## config.mk

```make
export PLATFORM = sky130hd
export DESIGN_NAME = adcts_threshold_top
export DESIGN_NICKNAME = d
export VERILOG_FILES = /design/src/common/adcts_pkg.sv /design/src/adcts_error_error_select_a.sv /design/src/adcts_trig_sel.sv /design/src/adcts_threshold_top.sv
export VERILOG_INCLUDE_DIRS = /design/src /design/src/common
export SDC_FILE = /design/constraint.sdc
export NUM_CORES = 1
export LEC_CHECK = 0
export BUFFER_PORTS_ARGS = -buffer_cell sky130_fd_sc_hd__buf_2
export CAP_MARGIN = 30
export CORE_ASPECT_RATIO = 1.4
export CORE_MARGIN = 2
export CORE_UTILIZATION = 39
export CTS_CLUSTER_DIAMETER = 80
export DETAILED_ROUTE_END_ITERATION = 16
export PLACE_DENSITY = 0.68
export SLEW_MARGIN = 20
export SYNTH_ARGS = -nofsm -noshare
export SYNTH_HDL_FRONTEND = slang
export SYNTH_SLANG_ARGS = --single-unit
```

## constraint.sdc

```tcl
create_clock -name sys_clk -period 4.9 [get_ports sys_clk]
set_clock_uncertainty 0.05 [all_clocks]
set_input_delay 0.245 -clock sys_clk [delete_from_list [all_inputs] [get_ports sys_clk]]
set_output_delay 0.245 -clock sys_clk [all_outputs]
set_load 0.01 [all_outputs]
```

## src/common/adcts_consts.svh

```systemverilog
// Register indices, field positions and reset values of the threshold block
`ifndef ADCTS_CONSTS_SVH
`define ADCTS_CONSTS_SVH
// Register indices; byte address on the bus is four times the index
`define ADCTS_IDX_LTH_L 14'h1d0c
`define ADCTS_IDX_LTH_H 14'h1d0d
`define ADCTS_IDX_UTH_L 14'h1d0e
`define ADCTS_IDX_UTH_H 14'h1d0f
`define ADCTS_IDX_ERR_L 14'h1d10
`define ADCTS_IDX_ERR_H 14'h1d11
`define ADCTS_IDX_STPT_L 14'h1d12
`define ADCTS_IDX_STPT_H 14'h1d13
`define ADCTS_IDX_RES_H 14'h1d1e
`define ADCTS_IDX_PCH 14'h1d1f
`define ADCTS_IDX_CON3 14'h1d29
`define ADCTS_IDX_STAT 14'h1d2a
`define ADCTS_IDX_ACT 14'h1d2c
`define ADCTS_IDX_CGA 14'h1d2e
`define ADCTS_IDX_CGB 14'h1d2f
`define ADCTS_IDX_CGC 14'h1d30
`define ADCTS_IDX_IRQ_STAT 14'h1d40
`define ADCTS_IDX_IRQ_MASK 14'h1d41
// Writable bit masks
`define ADCTS_MASK_CON3 8'h7f
`define ADCTS_MASK_ACT 8'h3f
`define ADCTS_MASK_PCH 8'h3f
`define ADCTS_MASK_CGA 8'h37
`define ADCTS_MASK_CGB 8'hf0
`define ADCTS_MASK_CGC 8'hff
`define ADCTS_MASK_IRQ 8'h03
// Field positions
`define ADCTS_DIFF_LSB 4
`define ADCTS_STAT_UPPER 6
`define ADCTS_STAT_LOWER 5
`define ADCTS_IRQ_THR 0
`define ADCTS_IRQ_TRIG 1
// Reset values
`define ADCTS_RST_WORD 16'h0000
`define ADCTS_RST_BYTE 8'h00
// Trigger codes
`define ADCTS_TRIG_OFF 6'h00
`define ADCTS_TRIG_ERRH_RD 6'h14
`define ADCTS_TRIG_RESH_RD 6'h15
`define ADCTS_TRIG_PCH_WR 6'h16
`define ADCTS_TRIG_LAST 6'h16
`endif

```

## src/common/adcts_pkg.sv

```systemverilog
// Types shared by the threshold and trigger select block
package adcts_pkg;
  typedef enum logic [1:0] {
    ADCTS_BUS_IDLE = 2'b01,
    ADCTS_BUS_ACK = 2'b10
  } adcts_bus_state_t;
  typedef enum logic [2:0] {
    ADCTS_DIFF_RES_PREV = 3'h0,
    ADCTS_DIFF_RES_STPT = 3'h1,
    ADCTS_DIFF_FLT_PREV = 3'h2,
    ADCTS_DIFF_FLT_STPT = 3'h3
  } adcts_diff_t;
  typedef enum logic [2:0] {
    ADCTS_MODE_NEVER = 3'h0,
    ADCTS_MODE_BELOW = 3'h1,
    ADCTS_MODE_NOT_BELOW = 3'h2,
    ADCTS_MODE_INSIDE = 3'h3,
    ADCTS_MODE_OUTSIDE = 3'h4,
    ADCTS_MODE_NOT_ABOVE = 3'h5,
    ADCTS_MODE_ABOVE = 3'h6,
    ADCTS_MODE_ALWAYS = 3'h7
  } adcts_mode_t;
  // Values from the conversion and filter engine
  typedef struct packed {
    logic [15:0] filter;
    logic [15:0] previous;
    logic [15:0] result;
  } adcts_sample_t;
  // Hardware trigger sources; flattened bit k is trigger code k+1
  typedef struct packed {
    logic [3:0] logicCell;
    logic iocFlag;
    logic comparator;
    logic oscillator;
    logic [2:0] pwm;
    logic [1:0] ccp;
    logic timer6;
    logic timer4;
    logic timer3;
    logic timer2;
    logic timer1;
    logic timer0;
    logic pin;
  } adcts_trig_src_t;
endpackage

```

## src/adcts_error_error_select_a.sv

```systemverilog
// Setpoint error calculation register
`timescale 1ns/1ps
`include "adcts_consts.svh"
module adcts_error_error_select_a (
  input wire logic sys_clk, // System clock
  input wire logic arst_n, // Async reset, active low
  input wire logic [2:0] diffSel, // Error calculation select
  input wire adcts_pkg::adcts_sample_t sample, // Engine values
  input wire logic [15:0] setpoint, // Signed setpoint
  input wire logic check, // Threshold check strobe
  output logic [15:0] errVal, // Signed setpoint error
  output logic errValid // Pulse after a new error
);
  logic [15:0] next_errVal;

  // Difference chosen by the calculation select
  always_comb
  begin
    case (adcts_pkg::adcts_diff_t'(diffSel))
      adcts_pkg::ADCTS_DIFF_RES_PREV:
        next_errVal = sample.result - sample.previous; // RULE_01
      adcts_pkg::ADCTS_DIFF_RES_STPT:
        next_errVal = sample.result - setpoint; // RULE_16
      adcts_pkg::ADCTS_DIFF_FLT_PREV:
        next_errVal = sample.filter - sample.previous;
      default:
        next_errVal = sample.filter - setpoint; // RULE_16
    endcase
  end

  // Error is captured on every threshold check
  always_ff @(posedge sys_clk or negedge arst_n)
  begin
    if (!arst_n)
      errVal <= `ADCTS_RST_WORD;
    else if (check)
      errVal <= next_errVal; // RULE_01
  end

  // New error marker for the comparator
  always_ff @(posedge sys_clk or negedge arst_n)
  begin
    if (!arst_n)
      errValid <= 1'b0;
    else
      errValid <= check;
  end
endmodule // adcts_error_error_select_a

```

## src/adcts_trig_sel.sv

```systemverilog
// Auto-conversion trigger selector with edge detection
`timescale 1ns/1ps
`include "adcts_consts.svh"
module adcts_trig_sel (
  input wire logic sys_clk, // System clock
  input wire logic arst_n, // Async reset, active low
  input wire logic [21:0] events, // Bit k is trigger code k+1
  input wire logic [5:0] sel, // Trigger select code
  input wire logic convEnable, // Converter enabled
  output logic convStart // One-cycle conversion start
);
  logic [21:0] prevEvents;
  logic [21:0] risen;
  logic [5:0] code1;
  logic inRange;

  // Previous level of every source, so a reselect sees no false edge
  generate
    for (genvar i = 0; i < 22; i++)
    begin : g_prev
      always_ff @(posedge sys_clk or negedge arst_n)
      begin
        if (!arst_n)
          prevEvents[i] <= 1'b0;
        else
          prevEvents[i] <= events[i];
      end
    end
  endgenerate

  // Rising edges and the selected slot
  assign risen = events & ~prevEvents;
  assign code1 = sel - 6'h01;
  assign inRange = (sel != `ADCTS_TRIG_OFF) && (sel <= `ADCTS_TRIG_LAST);

  // One start per selected edge; code zero and reserved codes are dead
  always_ff @(posedge sys_clk or negedge arst_n)
  begin
    if (!arst_n)
      convStart <= 1'b0;
    else
      convStart <= convEnable && inRange && risen[code1[4:0]]; // RULE_18
  end
endmodule // adcts_trig_sel

```

## src/adcts_threshold_top.sv

```systemverilog
// Threshold check, trigger select and channel group registers
// Summary of operation
// RULE_01 - Setpoint error is read-only signed 16-bit, method set by select
// RULE_02 - Lower and upper thresholds are signed 16-bit, writable, reset to zero
// RULE_03 - Error is compared with both thresholds to update the two flags
// RULE_04 - Threshold interrupt fires only when the mode's condition is met
// RULE_05 - Each 16-bit register is two byte registers, high and low byte
// RULE_06 - Six-bit trigger select; code zero disables external triggering
// RULE_07 - Code one takes the trigger from the routed input pin
// RULE_08 - Codes two to fifteen pick timers, capture, PWM, oscillator, etc.
// RULE_09 - Codes sixteen to nineteen pick logic cells; 23 and above reserved
// RULE_10 - Code twenty: reading the error high byte starts a conversion
// RULE_11 - Code twenty-one: reading the result high byte starts a conversion
// RULE_12 - Code twenty-two: writing positive channel select starts a conversion
// RULE_13 - Port A group enables at bits 0, 1, 2, 4 and 5
// RULE_14 - Port B group enables at bits 4 to 7
// RULE_15 - Port C group has eight writable enables, reset to zero
// RULE_16 - Signed 16-bit setpoint register serves as error reference
// RULE_17 - Lower flag when error below lower, upper flag when above upper
// RULE_18 - One start per selected trigger event while enabled; others ignored
`timescale 1ns/1ps
`include "adcts_consts.svh"
module adcts_threshold_top (
  input wire logic sys_clk, // System clock, 200 MHz
  input wire logic arst_n, // Async reset, active low
  input wire logic [15:0] avs_address, // Byte address
  input wire logic avs_read, // Read request
  input wire logic avs_write, // Write request
  input wire logic [31:0] avs_writedata, // Write data, low byte used
  input wire logic [3:0] avs_byteenable, // Byte enables
  output logic [31:0] avs_readdata, // Read data
  output logic avs_waitrequest, // Stall request
  input wire adcts_pkg::adcts_sample_t sample, // Engine values
  input wire logic checkStrobe, // Threshold check due
  input wire logic convEnable, // Converter enabled
  input wire adcts_pkg::adcts_trig_src_t trigSrc, // Hardware triggers
  output logic convStart, // Conversion start pulse
  output logic [2:0] errorSelect, // Error select field for the engine
  output logic [5:0] positiveChannel, // Positive channel select
  output logic [7:0] groupEnablePortA, // Port A group enables
  output logic [7:0] groupEnablePortB, // Port B group enables
  output logic [7:0] groupEnablePortC, // Port C group enables
  output logic lowerThresholdFlag, // Error below lower threshold
  output logic upperThresholdFlag, // Error above upper threshold
  output logic irq // Level interrupt
);
  adcts_pkg::adcts_bus_state_t busState;
  logic [15:0] lowerThreshold;
  logic [15:0] upperThreshold;
  logic [15:0] setpoint;
  logic [15:0] errVal;
  logic errValid;
  logic [7:0] control3;
  logic [7:0] triggerSelect;
  logic [7:0] irqStatus;
  logic [7:0] irqMask;
  logic [7:0] wrByte;
  logic [31:0] next_readData;
  logic accept;
  logic wrAcc;
  logic rdAcc;
  logic errHighRead;
  logic resHighRead;
  logic chanWrite;
  logic belowLower;
  logic aboveUpper;
  logic thrEvent;

  // Word match of a register index; only aligned words decode
  function automatic logic reg_hit(input logic [15:0] addr,
                                   input logic [13:0] idx);
    return (addr[15:2] == idx) && (addr[1:0] == 2'b00);
  endfunction

  // Whether the comparison meets the selected interrupt mode
  function automatic logic mode_hit(input logic [2:0] mode,
    input logic below, input logic above);
    case (adcts_pkg::adcts_mode_t'(mode))
      adcts_pkg::ADCTS_MODE_NEVER: return 1'b0;
      adcts_pkg::ADCTS_MODE_BELOW: return below;
      adcts_pkg::ADCTS_MODE_NOT_BELOW: return !below;
      adcts_pkg::ADCTS_MODE_INSIDE: return !below && !above;
      adcts_pkg::ADCTS_MODE_OUTSIDE: return below || above;
      adcts_pkg::ADCTS_MODE_NOT_ABOVE: return !above;
      adcts_pkg::ADCTS_MODE_ABOVE: return above;
      default: return 1'b1;
    endcase
  endfunction

  // Bus slave: one wait cycle, then the access completes
  always_ff @(posedge sys_clk or negedge arst_n)
  begin
    if (!arst_n)
      busState <= adcts_pkg::ADCTS_BUS_IDLE;
    else
      case (busState)
        adcts_pkg::ADCTS_BUS_IDLE:
          if (avs_read || avs_write)
            busState <= adcts_pkg::ADCTS_BUS_ACK;
        adcts_pkg::ADCTS_BUS_ACK:
          busState <= adcts_pkg::ADCTS_BUS_IDLE;
        default:
          busState <= adcts_pkg::ADCTS_BUS_IDLE;
      endcase
  end

  // Handshake and accepted-access strobes
  assign avs_waitrequest = (avs_read || avs_write)
    && (busState != adcts_pkg::ADCTS_BUS_ACK);
  assign accept = (avs_read || avs_write)
    && (busState == adcts_pkg::ADCTS_BUS_ACK);
  assign wrAcc = accept && avs_write && avs_byteenable[0];
  assign rdAcc = accept && avs_read;
  assign wrByte = avs_writedata[7:0];

  // Side effects of software accesses that can trigger conversions
  assign errHighRead = rdAcc
    && reg_hit(avs_address, `ADCTS_IDX_ERR_H); // RULE_10
  assign resHighRead = rdAcc
    && reg_hit(avs_address, `ADCTS_IDX_RES_H); // RULE_11
  assign chanWrite = accept && avs_write
    && reg_hit(avs_address, `ADCTS_IDX_PCH); // RULE_12

  // Threshold registers, byte by byte
  always_ff @(posedge sys_clk or negedge arst_n)
  begin
    if (!arst_n)
    begin
      lowerThreshold <= `ADCTS_RST_WORD; // RULE_02
      upperThreshold <= `ADCTS_RST_WORD;
    end
    else if (wrAcc)
    begin
      if (reg_hit(avs_address, `ADCTS_IDX_LTH_L))
        lowerThreshold[7:0] <= wrByte; // RULE_05
      if (reg_hit(avs_address, `ADCTS_IDX_LTH_H))
        lowerThreshold[15:8] <= wrByte; // RULE_05
      if (reg_hit(avs_address, `ADCTS_IDX_UTH_L))
        upperThreshold[7:0] <= wrByte; // RULE_02
      if (reg_hit(avs_address, `ADCTS_IDX_UTH_H))
        upperThreshold[15:8] <= wrByte; // RULE_02
    end
  end

  // Setpoint register
  always_ff @(posedge sys_clk or negedge arst_n)
  begin
    if (!arst_n)
      setpoint <= `ADCTS_RST_WORD;
    else if (wrAcc)
    begin
      if (reg_hit(avs_address, `ADCTS_IDX_STPT_L))
        setpoint[7:0] <= wrByte; // RULE_16
      if (reg_hit(avs_address, `ADCTS_IDX_STPT_H))
        setpoint[15:8] <= wrByte; // RULE_16
    end
  end

  // Control, trigger select and positive channel registers
  always_ff @(posedge sys_clk or negedge arst_n)
  begin
    if (!arst_n)
    begin
      control3 <= `ADCTS_RST_BYTE;
      triggerSelect <= `ADCTS_RST_BYTE;
      positiveChannel <= 6'h00;
    end
    else if (wrAcc)
    begin
      if (reg_hit(avs_address, `ADCTS_IDX_CON3))
        control3 <= wrByte & `ADCTS_MASK_CON3;
      if (reg_hit(avs_address, `ADCTS_IDX_ACT))
        triggerSelect <= wrByte & `ADCTS_MASK_ACT; // RULE_06
      if (reg_hit(avs_address, `ADCTS_IDX_PCH))
        positiveChannel <= wrByte[5:0];
    end
  end

  // Channel group enables; unimplemented pins stay zero
  always_ff @(posedge sys_clk or negedge arst_n)
  begin
    if (!arst_n)
    begin
      groupEnablePortA <= `ADCTS_RST_BYTE;
      groupEnablePortB <= `ADCTS_RST_BYTE;
      groupEnablePortC <= `ADCTS_RST_BYTE; // RULE_15
    end
    else if (wrAcc)
    begin
      if (reg_hit(avs_address, `ADCTS_IDX_CGA))
        groupEnablePortA <= wrByte & `ADCTS_MASK_CGA; // RULE_13
      if (reg_hit(avs_address, `ADCTS_IDX_CGB))
        groupEnablePortB <= wrByte & `ADCTS_MASK_CGB; // RULE_14
      if (reg_hit(avs_address, `ADCTS_IDX_CGC))
        groupEnablePortC <= wrByte & `ADCTS_MASK_CGC; // RULE_15
    end
  end

  assign errorSelect = control3[`ADCTS_DIFF_LSB +: 3];

  // Error capture on each threshold check
  adcts_error_error_select_a adcts_error_error_select_a_inst (
    .sys_clk(sys_clk),
    .arst_n(arst_n),
    .diffSel(errorSelect),
    .sample(sample),
    .setpoint(setpoint),
    .check(checkStrobe),
    .errVal(errVal),
    .errValid(errValid)
  );

  // Signed comparison against both thresholds
  assign belowLower = $signed(errVal) < $signed(lowerThreshold); // RULE_17
  assign aboveUpper = $signed(errVal) > $signed(upperThreshold); // RULE_17
  assign thrEvent = errValid
    && mode_hit(control3[2:0], belowLower, aboveUpper); // RULE_04

  // Status flags follow each fresh comparison
  always_ff @(posedge sys_clk or negedge arst_n)
  begin
    if (!arst_n)
    begin
      lowerThresholdFlag <= 1'b0;
      upperThresholdFlag <= 1'b0;
    end
    else if (errValid)
    begin
      lowerThresholdFlag <= belowLower; // RULE_03
      upperThresholdFlag <= aboveUpper; // RULE_03
    end
  end

  // Trigger selection over hardware and software sources
  adcts_trig_sel adcts_trig_sel_inst (
    .sys_clk(sys_clk),
    .arst_n(arst_n),
    .events({chanWrite, resHighRead, errHighRead, trigSrc}), // RULE_07
    .sel(triggerSelect[5:0]), // RULE_08
    .convEnable(convEnable),
    .convStart(convStart) // RULE_09
  );

  // Sticky interrupt status; a new event beats a clear
  always_ff @(posedge sys_clk or negedge arst_n)
  begin
    if (!arst_n)
      irqStatus <= `ADCTS_RST_BYTE;
    else
    begin
      irqStatus <= ((wrAcc && reg_hit(avs_address, `ADCTS_IDX_IRQ_STAT))
          ? (irqStatus & ~wrByte) : irqStatus)
        | {6'h00, convStart, thrEvent}; // RULE_04
    end
  end

  // Interrupt mask
  always_ff @(posedge sys_clk or negedge arst_n)
  begin
    if (!arst_n)
      irqMask <= `ADCTS_RST_BYTE;
    else if (wrAcc && reg_hit(avs_address, `ADCTS_IDX_IRQ_MASK))
      irqMask <= wrByte & `ADCTS_MASK_IRQ;
  end

  assign irq = |(irqStatus & irqMask);

  // Read data selection; unmapped words read zero
  always_comb
  begin
    next_readData = 32'h0000_0000;
    if (avs_address[1:0] == 2'b00)
      case (avs_address[15:2])
        `ADCTS_IDX_LTH_L: next_readData[7:0] = lowerThreshold[7:0];
        `ADCTS_IDX_LTH_H: next_readData[7:0] = lowerThreshold[15:8];
        `ADCTS_IDX_UTH_L: next_readData[7:0] = upperThreshold[7:0];
        `ADCTS_IDX_UTH_H: next_readData[7:0] = upperThreshold[15:8];
        `ADCTS_IDX_ERR_L: next_readData[7:0] = errVal[7:0]; // RULE_05
        `ADCTS_IDX_ERR_H: next_readData[7:0] = errVal[15:8]; // RULE_01
        `ADCTS_IDX_STPT_L: next_readData[7:0] = setpoint[7:0];
        `ADCTS_IDX_STPT_H: next_readData[7:0] = setpoint[15:8];
        `ADCTS_IDX_RES_H: next_readData[7:0] = sample.result[15:8];
        `ADCTS_IDX_PCH: next_readData[7:0] = {2'b00, positiveChannel};
        `ADCTS_IDX_CON3: next_readData[7:0] = control3;
        `ADCTS_IDX_STAT: next_readData[7:0] = {1'b0, upperThresholdFlag,
          lowerThresholdFlag, 5'h00};
        `ADCTS_IDX_ACT: next_readData[7:0] = triggerSelect;
        `ADCTS_IDX_CGA: next_readData[7:0] = groupEnablePortA;
        `ADCTS_IDX_CGB: next_readData[7:0] = groupEnablePortB;
        `ADCTS_IDX_CGC: next_readData[7:0] = groupEnablePortC;
        `ADCTS_IDX_IRQ_STAT: next_readData[7:0] = irqStatus;
        `ADCTS_IDX_IRQ_MASK: next_readData[7:0] = irqMask;
        default: next_readData = 32'h0000_0000;
      endcase
  end

  // Read data captured in the wait cycle, shown when the wait drops
  always_ff @(posedge sys_clk or negedge arst_n)
  begin
    if (!arst_n)
      avs_readdata <= 32'h0000_0000;
    else if (avs_read && busState == adcts_pkg::ADCTS_BUS_IDLE)
      avs_readdata <= next_readData;
  end
endmodule // adcts_threshold_top

```

; ---- Yosys cells after proc, flatten, opt, wreduce, memory -nomap -nowiden
; Index checks and enable logic that the tools add are counted.
[op_classes]
add_sub_neg = 5
magnitude_cmp = 4
n_eq_ne = 30
n_mux = 9
n_bitwise = 6
reduce_logical = 53
[op_table]
columns = op, count
row1 = $eq 14x13->1 const B, 18
row2 = $pmux 8 s18, 1
row3 = $sub 16x16->16, 4
row4 = $pmux 16 s3, 1
row5 = $logic_and 1x1->1, 32
row6 = $reduce_and 2->1, 12
row7 = $and 22x22->22, 1
row8 = $not 22->22, 1
row9 = $gt 16x16->1, 1
row10 = $lt 16x16->1, 1
row11 = $mux 8, 2
row12 = $eq 3x2->1 const B, 3
row13 = $eq 3x3->1 const B, 3
row14 = $and 8x2->8, 1
row15 = $and 8x8->8, 1
row16 = $not 8->8, 1
row17 = $or 8x2->8, 1
row18 = $reduce_or 8->1, 1
row19 = $pmux 1 s7, 1
row20 = $eq 3x1->1 const B, 2
row21 = $le 6x5->1 const B, 1
row22 = $logic_not 3->1, 2
row23 = $lt 5x6->1 const B, 1
row24 = $reduce_bool 6->1, 1
row25 = other kinds (10), 14
[totals]
regBits = 170
in_bits = 125
out_inout_bits = 70
wordCells = 150

; ---- Longest topological paths before layout
; Gate-level depths: netlist of run 1.
[logic_depth]
ltp_word = 8
ltp_mapped = 14

; ---- Hierarchy
; From an unflattened synthesis of run 1, not the netlist that was laid out.
[hier_totals]
cells_unflattened = 994
hier_area_um2 = 9880.7
[modules_own_cells]
columns = module, n_inst, cells_per_inst, area_per_inst_um2
row1 = adcts_threshold_top, 1, 599, 6294.8
row2 = adcts_error_error_select_a, 1, 301, 2526.2
row3 = adcts_trig_sel, 1, 94, 1059.8

; ---- Worst setup path after synthesis of run 1
; Ideal clock, no wire load.
[synth_timing]
path_kind = register -> register
startpoint = reg control3[4]
endpoint = reg adcts_error_error_select_a_inst.errVal[14]
t_arrival_ns = 3.423
required_time_ns = 4.714
slack_ns = 1.292
path_stages_with_launch = 14
synth_period_minus_slack_ns = 3.608
path_cell_list = dfrtp_1 > nor3b_1 > clkbuf_1 > buf_1 > mux2i_1 > ha_1 > and3_1 > nand4_1 > nand2_1 > a41o_1 > o41ai_1 > o21ai_0 > a221oi_1 > o21ai_0
[synth_between]
elab_chain_cells = 2
elab_cells_between_ends = 4
cone_classes = eq/ne: 2 / mux: 1 / reduce/logical: 1
[synth_rtl]
columns = item, line_no
row1 = "start, declared", adcts_threshold_top.sv:53  ; logic [7:0] control3;
row2 = "start signal, assigned", adcts_threshold_top.sv:164  ; control3 <= `ADCTS_RST_BYTE;
row3 = "start signal, assigned", adcts_threshold_top.sv:171  ; control3 <= wrByte & `ADCTS_MASK_CON3;
row4 = "$eq 3x2->1, or another cell as far along", adcts_error_error_select_a.sv:19  ; case (adcts_pkg::adcts_diff_t'(diffSel))
row5 = $pmux 16 s3 (*), adcts_error_error_select_a.sv:19
row6 = "end signal, assigned", adcts_error_error_select_a.sv:35  ; errVal <= `ADCTS_RST_WORD;
row7 = "end signal, assigned", adcts_error_error_select_a.sv:37  ; errVal <= next_errVal;
row8 = "end, declared", adcts_error_error_select_a.sv:11  ; output logic [15:0] errVal,
; Mark *: on every way between the ends. The rest lies on a longest branch, timed or not.
; A chain may end at the register's enable or synchronous reset.

; ---- Worst setup path after layout of run 1
[layout_timing]
startpoint = reg control3[6]
endpoint = reg adcts_error_error_select_a_inst.errVal[14]
; The elaborated chain is that of the path after synthesis.

==> results of run 1 <==
==> sequential cells by signal, indices dropped and copies added (netlist names) <==
name / cells
lowerThreshold: 16
upperThreshold: 16
irqStatus: 8
avs_readdata: 8
adcts_error_error_select_a_inst.errValid: 1
adcts_trig_sel_inst.convStart: 1
groupEnablePortB: 4
triggerSelect: 6
groupEnablePortA: 5
busState: 2
irqMask: 2
adcts_trig_sel_inst.prevEvents: 22
positiveChannel: 6
lowerThresholdFlag: 1
setpoint: 16
control3: 7
groupEnablePortC: 8
adcts_error_error_select_a_inst.errVal: 16
upperThresholdFlag: 1
==> worst min-delay path by stage <==
stage / cells after the start / to / from / slack (ns)
detailed placement: 1 / adcts_trig_sel_inst.prevEvents[16] / trigSrc[16] / 0.32
global route: 2 / adcts_trig_sel_inst.convStart / convEnable / 0.07
finish: 3 / adcts_trig_sel_inst.prevEvents[21] / avs_write / 0.05
floorplan: 0 / adcts_error_error_select_a_inst.errVal[0] / arst_n / -0.10
global placement: 1 / adcts_trig_sel_inst.prevEvents[17] / trigSrc[17] / 0.32
CTS: 3 / adcts_trig_sel_inst.prevEvents[21] / avs_write / 0.05
==> cells in the final DEF (no fill, tap or decap), types with 13 or more instances in the layout <==
cell type	n
clkbuf_16	17
dfrtp_1	145
ha_1	64
xnor2_1	16
nor3_1	23
a21o_1	24
nor2_1	65
buf_2	135
a21oi_1	46
mux2_2	66
a221oi_1	13
mux2i_1	39
conb_1	31
nand2_1	70
a22o_1	13
inv_1	59
nand3_1	14
o21ai_0	55
dlygate4sd3_1	20
==> through the flow <==
step / area, µm² / utilization [%] / setup slack (ns) / std cells / hold WS [ns]
6_report: 11150 / 46.69 / 1.025 / 1436 / 0.05291
4_1_cts: 11120 / 46.54 / 1.005 / 1434 / 0.05136
5_1_grt: 11150 / 46.69 / 0.6993 / 1436 / 0.06581
2_1_floorplan: 9580 / - / 1.292 / 997 / -0.1006
3_3_place_gp: 10320 / 43.22 / 1.145 / 1381 / 0.3186
3_5_place_dp: 10330 / 43.25 / 1.019 / 1382 / 0.3179
==> worst max-delay path, delay by kind of cell (launching register included) <==
kind                     cells  cell delay [ns]
adder cells (fa/ha/maj)      1             0.43
AND/OR/NAND/NOR              2             0.36
multiplexers                 1             0.16
flip-flops                   1             0.47
AO/OA/AOI/OAI                7             1.93
buffers and inverters        1             0.32
==> metal layers <==
layer | track usage [%] | part of all wire [%] | vias to the layer above
met5 | 0 | 0 | -
met2 | 41.78 | 50 | 350
li1 | - | - | 3792
met3 | 3.793 | 5.7 | 90
met1 | 27.90 | 38 | 3913
met4 | 14.90 | 6.4 | 0
==> logic make-up after synthesis <==
group,count (synthesis),synth area share (%)
compound gates,248,18.10
xor+xnor,28,2.590
fa+ha+maj,66,8.881
buf+inv,127,6.462
flops,146,38.60
mux,107,12.45
other cells,1,0.03961
simple gates,244,12.87
==> power breakdown <==
group,total (µW),internal (µW),switching [µW]
Combinational,452,189,263
Clock,1290,752,539
Sequential,1320,1250,64.7
==> timing repair <==
| action | 4_1_cts | 5_1_grt |
|---|---|---|
| endpoints found under the hold margin | 114 | 0 |
| hold buffers | 20 | 0 |
| setup buffers | 0 | 0 |
| gates resized for setup | 0 | 0 |
| setup endpoints to repair | 0 | 0 |
==> cell type report <==
| type | instances | area (µm²) | area share [%] |
|---|---|---|---|
| Multi-Input combinational cell | 724 | 5329 | 47.77 |
| Sequential cell | 146 | 3655 | 32.77 |
| Timing Repair Buffer | 165 | 974.7 | 8.738 |
| Clock buffer | 21 | 470.5 | 4.218 |
| Tap cell | 310 | 387.9 | 3.477 |
| Inverter | 59 | 221.5 | 1.985 |
| Clock inverter | 11 | 116.4 | 1.043 |
==> impl_metrics.csv, run 1 <==
group,metric,value,unit
status,status,"finished, final reports clean",
route,wl_per_cell,21.33,µm
floorplanning,ios,195,
worst_setup_path,rrSetupSlack,1.03,ns
timing,final-setup-viol-count,0,
worst_setup_path,cp-end-kind,"flop",
power_and_ir_drop,powerDensity,274.3,nW/µm²
clock_network,cts_num_sinks,146,
worst_setup_path,max_stage_delay,0.62,ns
worst_setup_path,cp_cell_sequence,"nor3b_2 -> buf_4 -> mux2i_1 -> fa_1 -> a21o_1 -> a21oi_1 -> nor2b_1 -> a41o_1 -> o41ai_1 -> o21ai_0 -> a221oi_1 -> o21ai_0",
hold_path,hold_class,"input pin to flop",
power_and_ir_drop,power.leakage,0.005389,µW
route,post-route-drc-count,0,
power_and_ir_drop,total_power,3059,µW
final_layout,drive_gt1_share,23.53,%
worst_setup_path,cpMostUsedCell,"o21ai_0",
timing,rsz0062_at_grt,"no",
floorplanning,dieWidth,135.7,µm
timing,tightest_slew,1.014,ns
clock_network,clk_path_buf_depth,2,
final_layout,syn_to_final_growth,17.81,%
final_layout,n_antenna_cell,0,
worst_setup_path,crit_end,"adcts_error_error_select_a_inst.errVal[14]",
route,drt_wl_total,30.63,mm
final_layout,fin_nets,1304,
place,port_buffers,136,
worst_setup_path,r2r-start,"control3[6]",
clock_network,path_clk_slew,0.06,ns
clock_network,h-tree-depth,4,
synth,yosysSeqAreaShare,38.60,%
route,vias_per_cell,5.672,
clock_network,cts_tree,"built",
route,drt-initial-drc-count,607,
timing,period_needed,3.875,ns
synth,synth_top_cell_area_share,38.32,%
synth,synth_most_common_cell,"dfrtp_1",
timing,fmax,0.2581,GHz
synth,synth_area_leader_cell,"dfrtp_1",
timing,tns,0,ns
timing,report.final.slew_viol_count,0,
clock_network,clock_latency,0.43,ns
route,postRouteAntennaNets,0,
power_and_ir_drop,ir_drop,0.1888,mV
synth,syn_area_per_cell,9.791,µm²
global_route,grt_overflow,0,
synth,synth_area,9468,µm²
worst_setup_path,slowest_stage,"o41ai_1",
synth,syn_inst,967,
final_layout,num-fill-cells,2252,
place,gp_congestion,0.9411,
worst_setup_path,startpoint_type,"flop",
route,via_count,8145,
floorplanning,die_area,25560,µm²
floorplanning,core.rowCount,67,
floorplanning,start_util,39.63,%
worst_setup_path,path_max_fanout,15,
synth,asyncSetResetFlopFracSynth,100.0,%
global_route,grt_max_degree,97,
worst_setup_path,required,5.14,ns
global_route,antenna_found_initial,0,
timing,hold_viol_final,0,
timing,period_share,79.08,%
worst_setup_path,cp.arrival,4.12,ns
place,dp_hpwl,23.85,mm
global_route,grt_pass1_vias,8169,
synth,synth_edf_count,0,
run,max-cap-violations,0,
floorplanning,die_h,188.4,µm
global_route,grt_pass1_wl,46.40,mm
clock_network,root_buffer,"clkbuf_16",
clock_network,numCtsBuffers,17,
worst_setup_path,ff2ff_path_depth,12,
synth,synth_cell_type_count,75,
route,drt_pass1_iterations,6,
synth,ys_seq_elements,146,
worst_setup_path,path_class,"flop to flop",
worst_setup_path,critPathLaunch,"control3[6]",
synth,yosys-top-cells-count,"dfrtp_1 (145), nand2_1 (70), mux2_2 (66)",
timing,slew_headroom,31.89,%
synth,synthTopCellsByArea,"dfrtp_1 (38%), ha_1 (8.5%), mux2_2 (7.8%), mux2i_1 (4.1%), o21ai_0 (2.9%)",
synth,synth_warnings,0,
floorplanning,core,23890,µm²
worst_setup_path,reg2reg_to,"adcts_error_error_select_a_inst.errVal[14]",
synth,synth-main-ff-cell,"dfrtp_1",
global_route,track_usage,24.25,%
(Power assumes the default switching activity.)
==> run 2, diff against run 1 <==
ABC_AREA = 1   (was default)
clock period = 3.7 ns   (was 4.9 ns; I/O delays follow)
==> run 2 against run 1 <==
Synthesized cell count increased by 43%; cell count grew 30%; sequential share of layout area down 1.7 points; core utilization fell by 0.33 points; fmax up 22%; via count up 22%; clock power up 33%; first-iteration DRC count is 2.5% higher; area after synthesis increased by 6.5%; wire length grew 12%; flip-flop and latch count unchanged; highest routed layer unchanged.
==> impl_metrics.csv, run 2 <==
group,metric,value,unit
final_layout,num-fill-cells,2578,
power_and_ir_drop,p_clk_share,41.1,%
worst_setup_path,cp-end-kind,"flop",
place,post-place-ws,0.5874,ns
route,post-route-drc-count,0,
global_route,track_usage,25.40,%
floorplanning,die_area,27180,µm²
clock_network,path_clk_slew,0.06,ns
clock_network,clk_path_buf_depth,2,
floorplanning,start_util,39.73,%
synth,synth_top_cell_area_share,35.98,%
power_and_ir_drop,powerDensity,352.7,nW/µm²
timing,hold_viol_final,0,
worst_setup_path,path_class,"flop to flop",
final_layout,mostFrequentLayoutCells,"nand2_1 (324), inv_1 (158), dfrtp_1 (145)",
timing,final-setup-viol-count,0,
timing,fmax,0.3159,GHz
worst_setup_path,startpoint_type,"flop",
synth,syn_area_per_cell,7.317,µm²
worst_setup_path,reg2reg_to,"adcts_error_error_select_a_inst.errVal[9]",
clock_network,cts_num_sinks,146,
worst_setup_path,path_max_fanout,27,
worst_setup_path,critPathLaunch,"control3[4]",
floorplanning,core,25380,µm²
clock_network,post_cts_buffers,0,
route,drt_pass1_iterations,5,
place,dpl-instance-area,10930,µm²
worst_setup_path,required,3.94,ns
run,max-cap-violations,0,
status,status,"finished, final reports clean",
worst_setup_path,ff2ff_path_depth,16,
synth,synth_most_common_cell,"nand2_1",
final_layout,largest_reg_flops,22,
global_route,grt_pass1_vias,9843,
global_route,grt_pass1_wl,53.41,mm
synth,ys_seq_elements,146,
place,dp_hpwl,27.18,mm
clock_network,root_buffer,"clkbuf_16",
worst_setup_path,slowest_stage,"dfrtp_1",
synth,synth_cell_type_count,52,
global_route,grt_max_degree,67,
power_and_ir_drop,p_sw,1224,µW
route,vias_per_cell,5.322,
clock_network,cts_tree,"built",
final_layout,regMostFlops,"adcts_trig_sel_inst.prevEvents",
synth,synth-main-ff-cell,"dfrtp_1",
route,drt-initial-drc-count,622,
timing,worst_slack,0.5343,ns
power_and_ir_drop,sw_frac_of_total,29.48,%
hold_path,whs_endpoint,"irqStatus[0]",
timing,tns,0,ns
clock_network,clock_latency,0.43,ns
synth,synthTopCellsByArea,"dfrtp_1 (36%), nand2_1 (12%), ha_1 (7.9%), o21ai_0 (6.5%), inv_1 (5.9%)",
synth,yosys-top-cells-count,"nand2_1 (324), inv_1 (158), dfrtp_1 (145)",
floorplanning,dieWidth,139.9,µm
synth,synth_warnings,0,
synth,synth_edf_count,0,
power_and_ir_drop,total_power,4151,µW
clock_network,numCtsBuffers,17,
timing,period_share,85.56,%
worst_setup_path,r2r-start,"control3[4]",
worst_setup_path,cp.arrival,3.40,ns
power_and_ir_drop,seqPwrFrac,41.3,%
final_layout,drive_gt1_share,14.53,%
power_and_ir_drop,intPower,2927,µW
global_route,grt_overflow,0,
final_layout,syn_to_final_growth,16.70,%
route,postRouteAntennaNets,0,
floorplanning,ios,195,
final_layout,final_common_cell,"nand2_1",
timing,period_needed,3.166,ns
place,gp_congestion,0.9641,
timing,rsz0062_at_grt,"no",
floorplanning,die_h,194.3,µm
place,port_buffers,136,
synth,synth_area,10080,µm²
hold_path,hold_start,"avs_writedata[0]",
hold_path,hold_depth,4,
route,wl_per_cell,18.42,µm
route,drt_wl_total,34.28,mm
worst_setup_path,cp_cell_sequence,"nor2_1 -> nand2_1 -> buf_4 -> o21ai_0 -> ha_1 -> a21oi_1 -> nand2_1 -> a21oi_1 -> buf_4 -> o21ai_0 -> inv_1 -> nor2_1 -> o21bai_1 -> nand3_1 -> nand3_1 -> o21ai_0",
final_layout,fin_nets,1720,
floorplanning,core.rowCount,69,
timing,tightest_slew,0.6993,ns
power_and_ir_drop,pwr-share-comb,17.6,%
synth,asyncSetResetFlopFracSynth,100.0,%
final_layout,n_antenna_cell,0,
global_route,antenna_found_initial,0,
power_and_ir_drop,ir_drop,0.3274,mV
worst_setup_path,max_stage_delay,0.42,ns
synth,syn_inst,1378,
timing,hold_slack,0.01122,ns
hold_path,hold_class,"input pin to flop",
synth,yosysSeqAreaShare,36.25,%
clock_network,h-tree-depth,4,
clock_network,ctsResizeCount,0,
power_and_ir_drop,power.leakage,0.005766,µW
final_layout,fin_area,11770,µm²
synth,synth_area_leader_cell,"dfrtp_1",
timing,report.final.slew_viol_count,0,
timing,slew_headroom,52.88,%
route,via_count,9904,
worst_setup_path,rrSetupSlack,0.53,ns
worst_setup_path,cpMostUsedCell,"o21ai_0",
run 2: critical path, delay by kind of cell (launching register included):
family | cells | cell delay, ns
simple gates | 6 | 0.69
flops | 1 | 0.42
buf+inv | 3 | 0.64
compound gates | 6 | 0.96
fa+ha+maj | 1 | 0.28
run 2: worst max-delay path by stage:
| stage | to | slack, ns |
|---|---|---|
| after floorplan | adcts_error_error_select_a_inst.errVal[12] | 1.02 |
| after global placement | adcts_error_error_select_a_inst.errVal[9] | 0.64 |
| after detailed placement | adcts_error_error_select_a_inst.errVal[7] | 0.59 |
| after CTS | adcts_error_error_select_a_inst.errVal[7] | 0.55 |
| after global routing | adcts_error_error_select_a_inst.errVal[7] | 0.18 |
| final | adcts_error_error_select_a_inst.errVal[9] | 0.53 |
run 2: layer usage:
metal  up-vias  wire length [µm]  GRT usage (%)
met5         -                 0              0
met4         0              1956          14.59
met3        93              1804          3.878
met2       391             17280          45.69
met1      4604             13240          28.23
li1       4816                 -              -
run 2: stage by stage:
step / std cells / util [%]
finish: 1861 / 46.36
global route: 1861 / 46.36
CTS: 1861 / 46.36
detailed placement: 1803 / 43.05
global placement: 1802 / 42.95
floorplan: 1408 / -
run 2: area by class of cell:
class / instances / area, µm² / share of cell area (%)
clock buffer: 19 / 442.9 / 3.764
clock inverter: 13 / 136.4 / 1.159
tap: 319 / 399.1 / 3.392
inverter: 169 / 640.6 / 5.444
multi-input combinational: 1025 / 5466 / 46.45
timing repair buffer: 170 / 1027 / 8.729
sequential: 146 / 3655 / 31.06
run 2: cells by family (layout without fill, tap and decap cells):
family | Yosys count | after routing | synth area share, %
buf+inv | 237 | 371 | 10.66
compound gates | 284 | 284 | 15.60
other cells | 1 | 31 | 0.03719
simple gates | 632 | 632 | 28.08
xor+xnor | 12 | 12 | 1.042
fa+ha+maj | 66 | 66 | 8.339
flops | 146 | 146 | 36.25
run 2: timing repair:
action                     CTS  global route
hold endpoints to repair    68             0
setup endpoints to repair    0             0
hold buffers                26             0
run 2: power groups by stage:
stage	logic (µW)	registers, µW	clock network (µW)
finish	729	1710	1710
global route	826	1720	1800
CTS	727	1710	1730
detailed placement	701	1740	0
global placement	681	1740	0
floorplan	466	1720	0
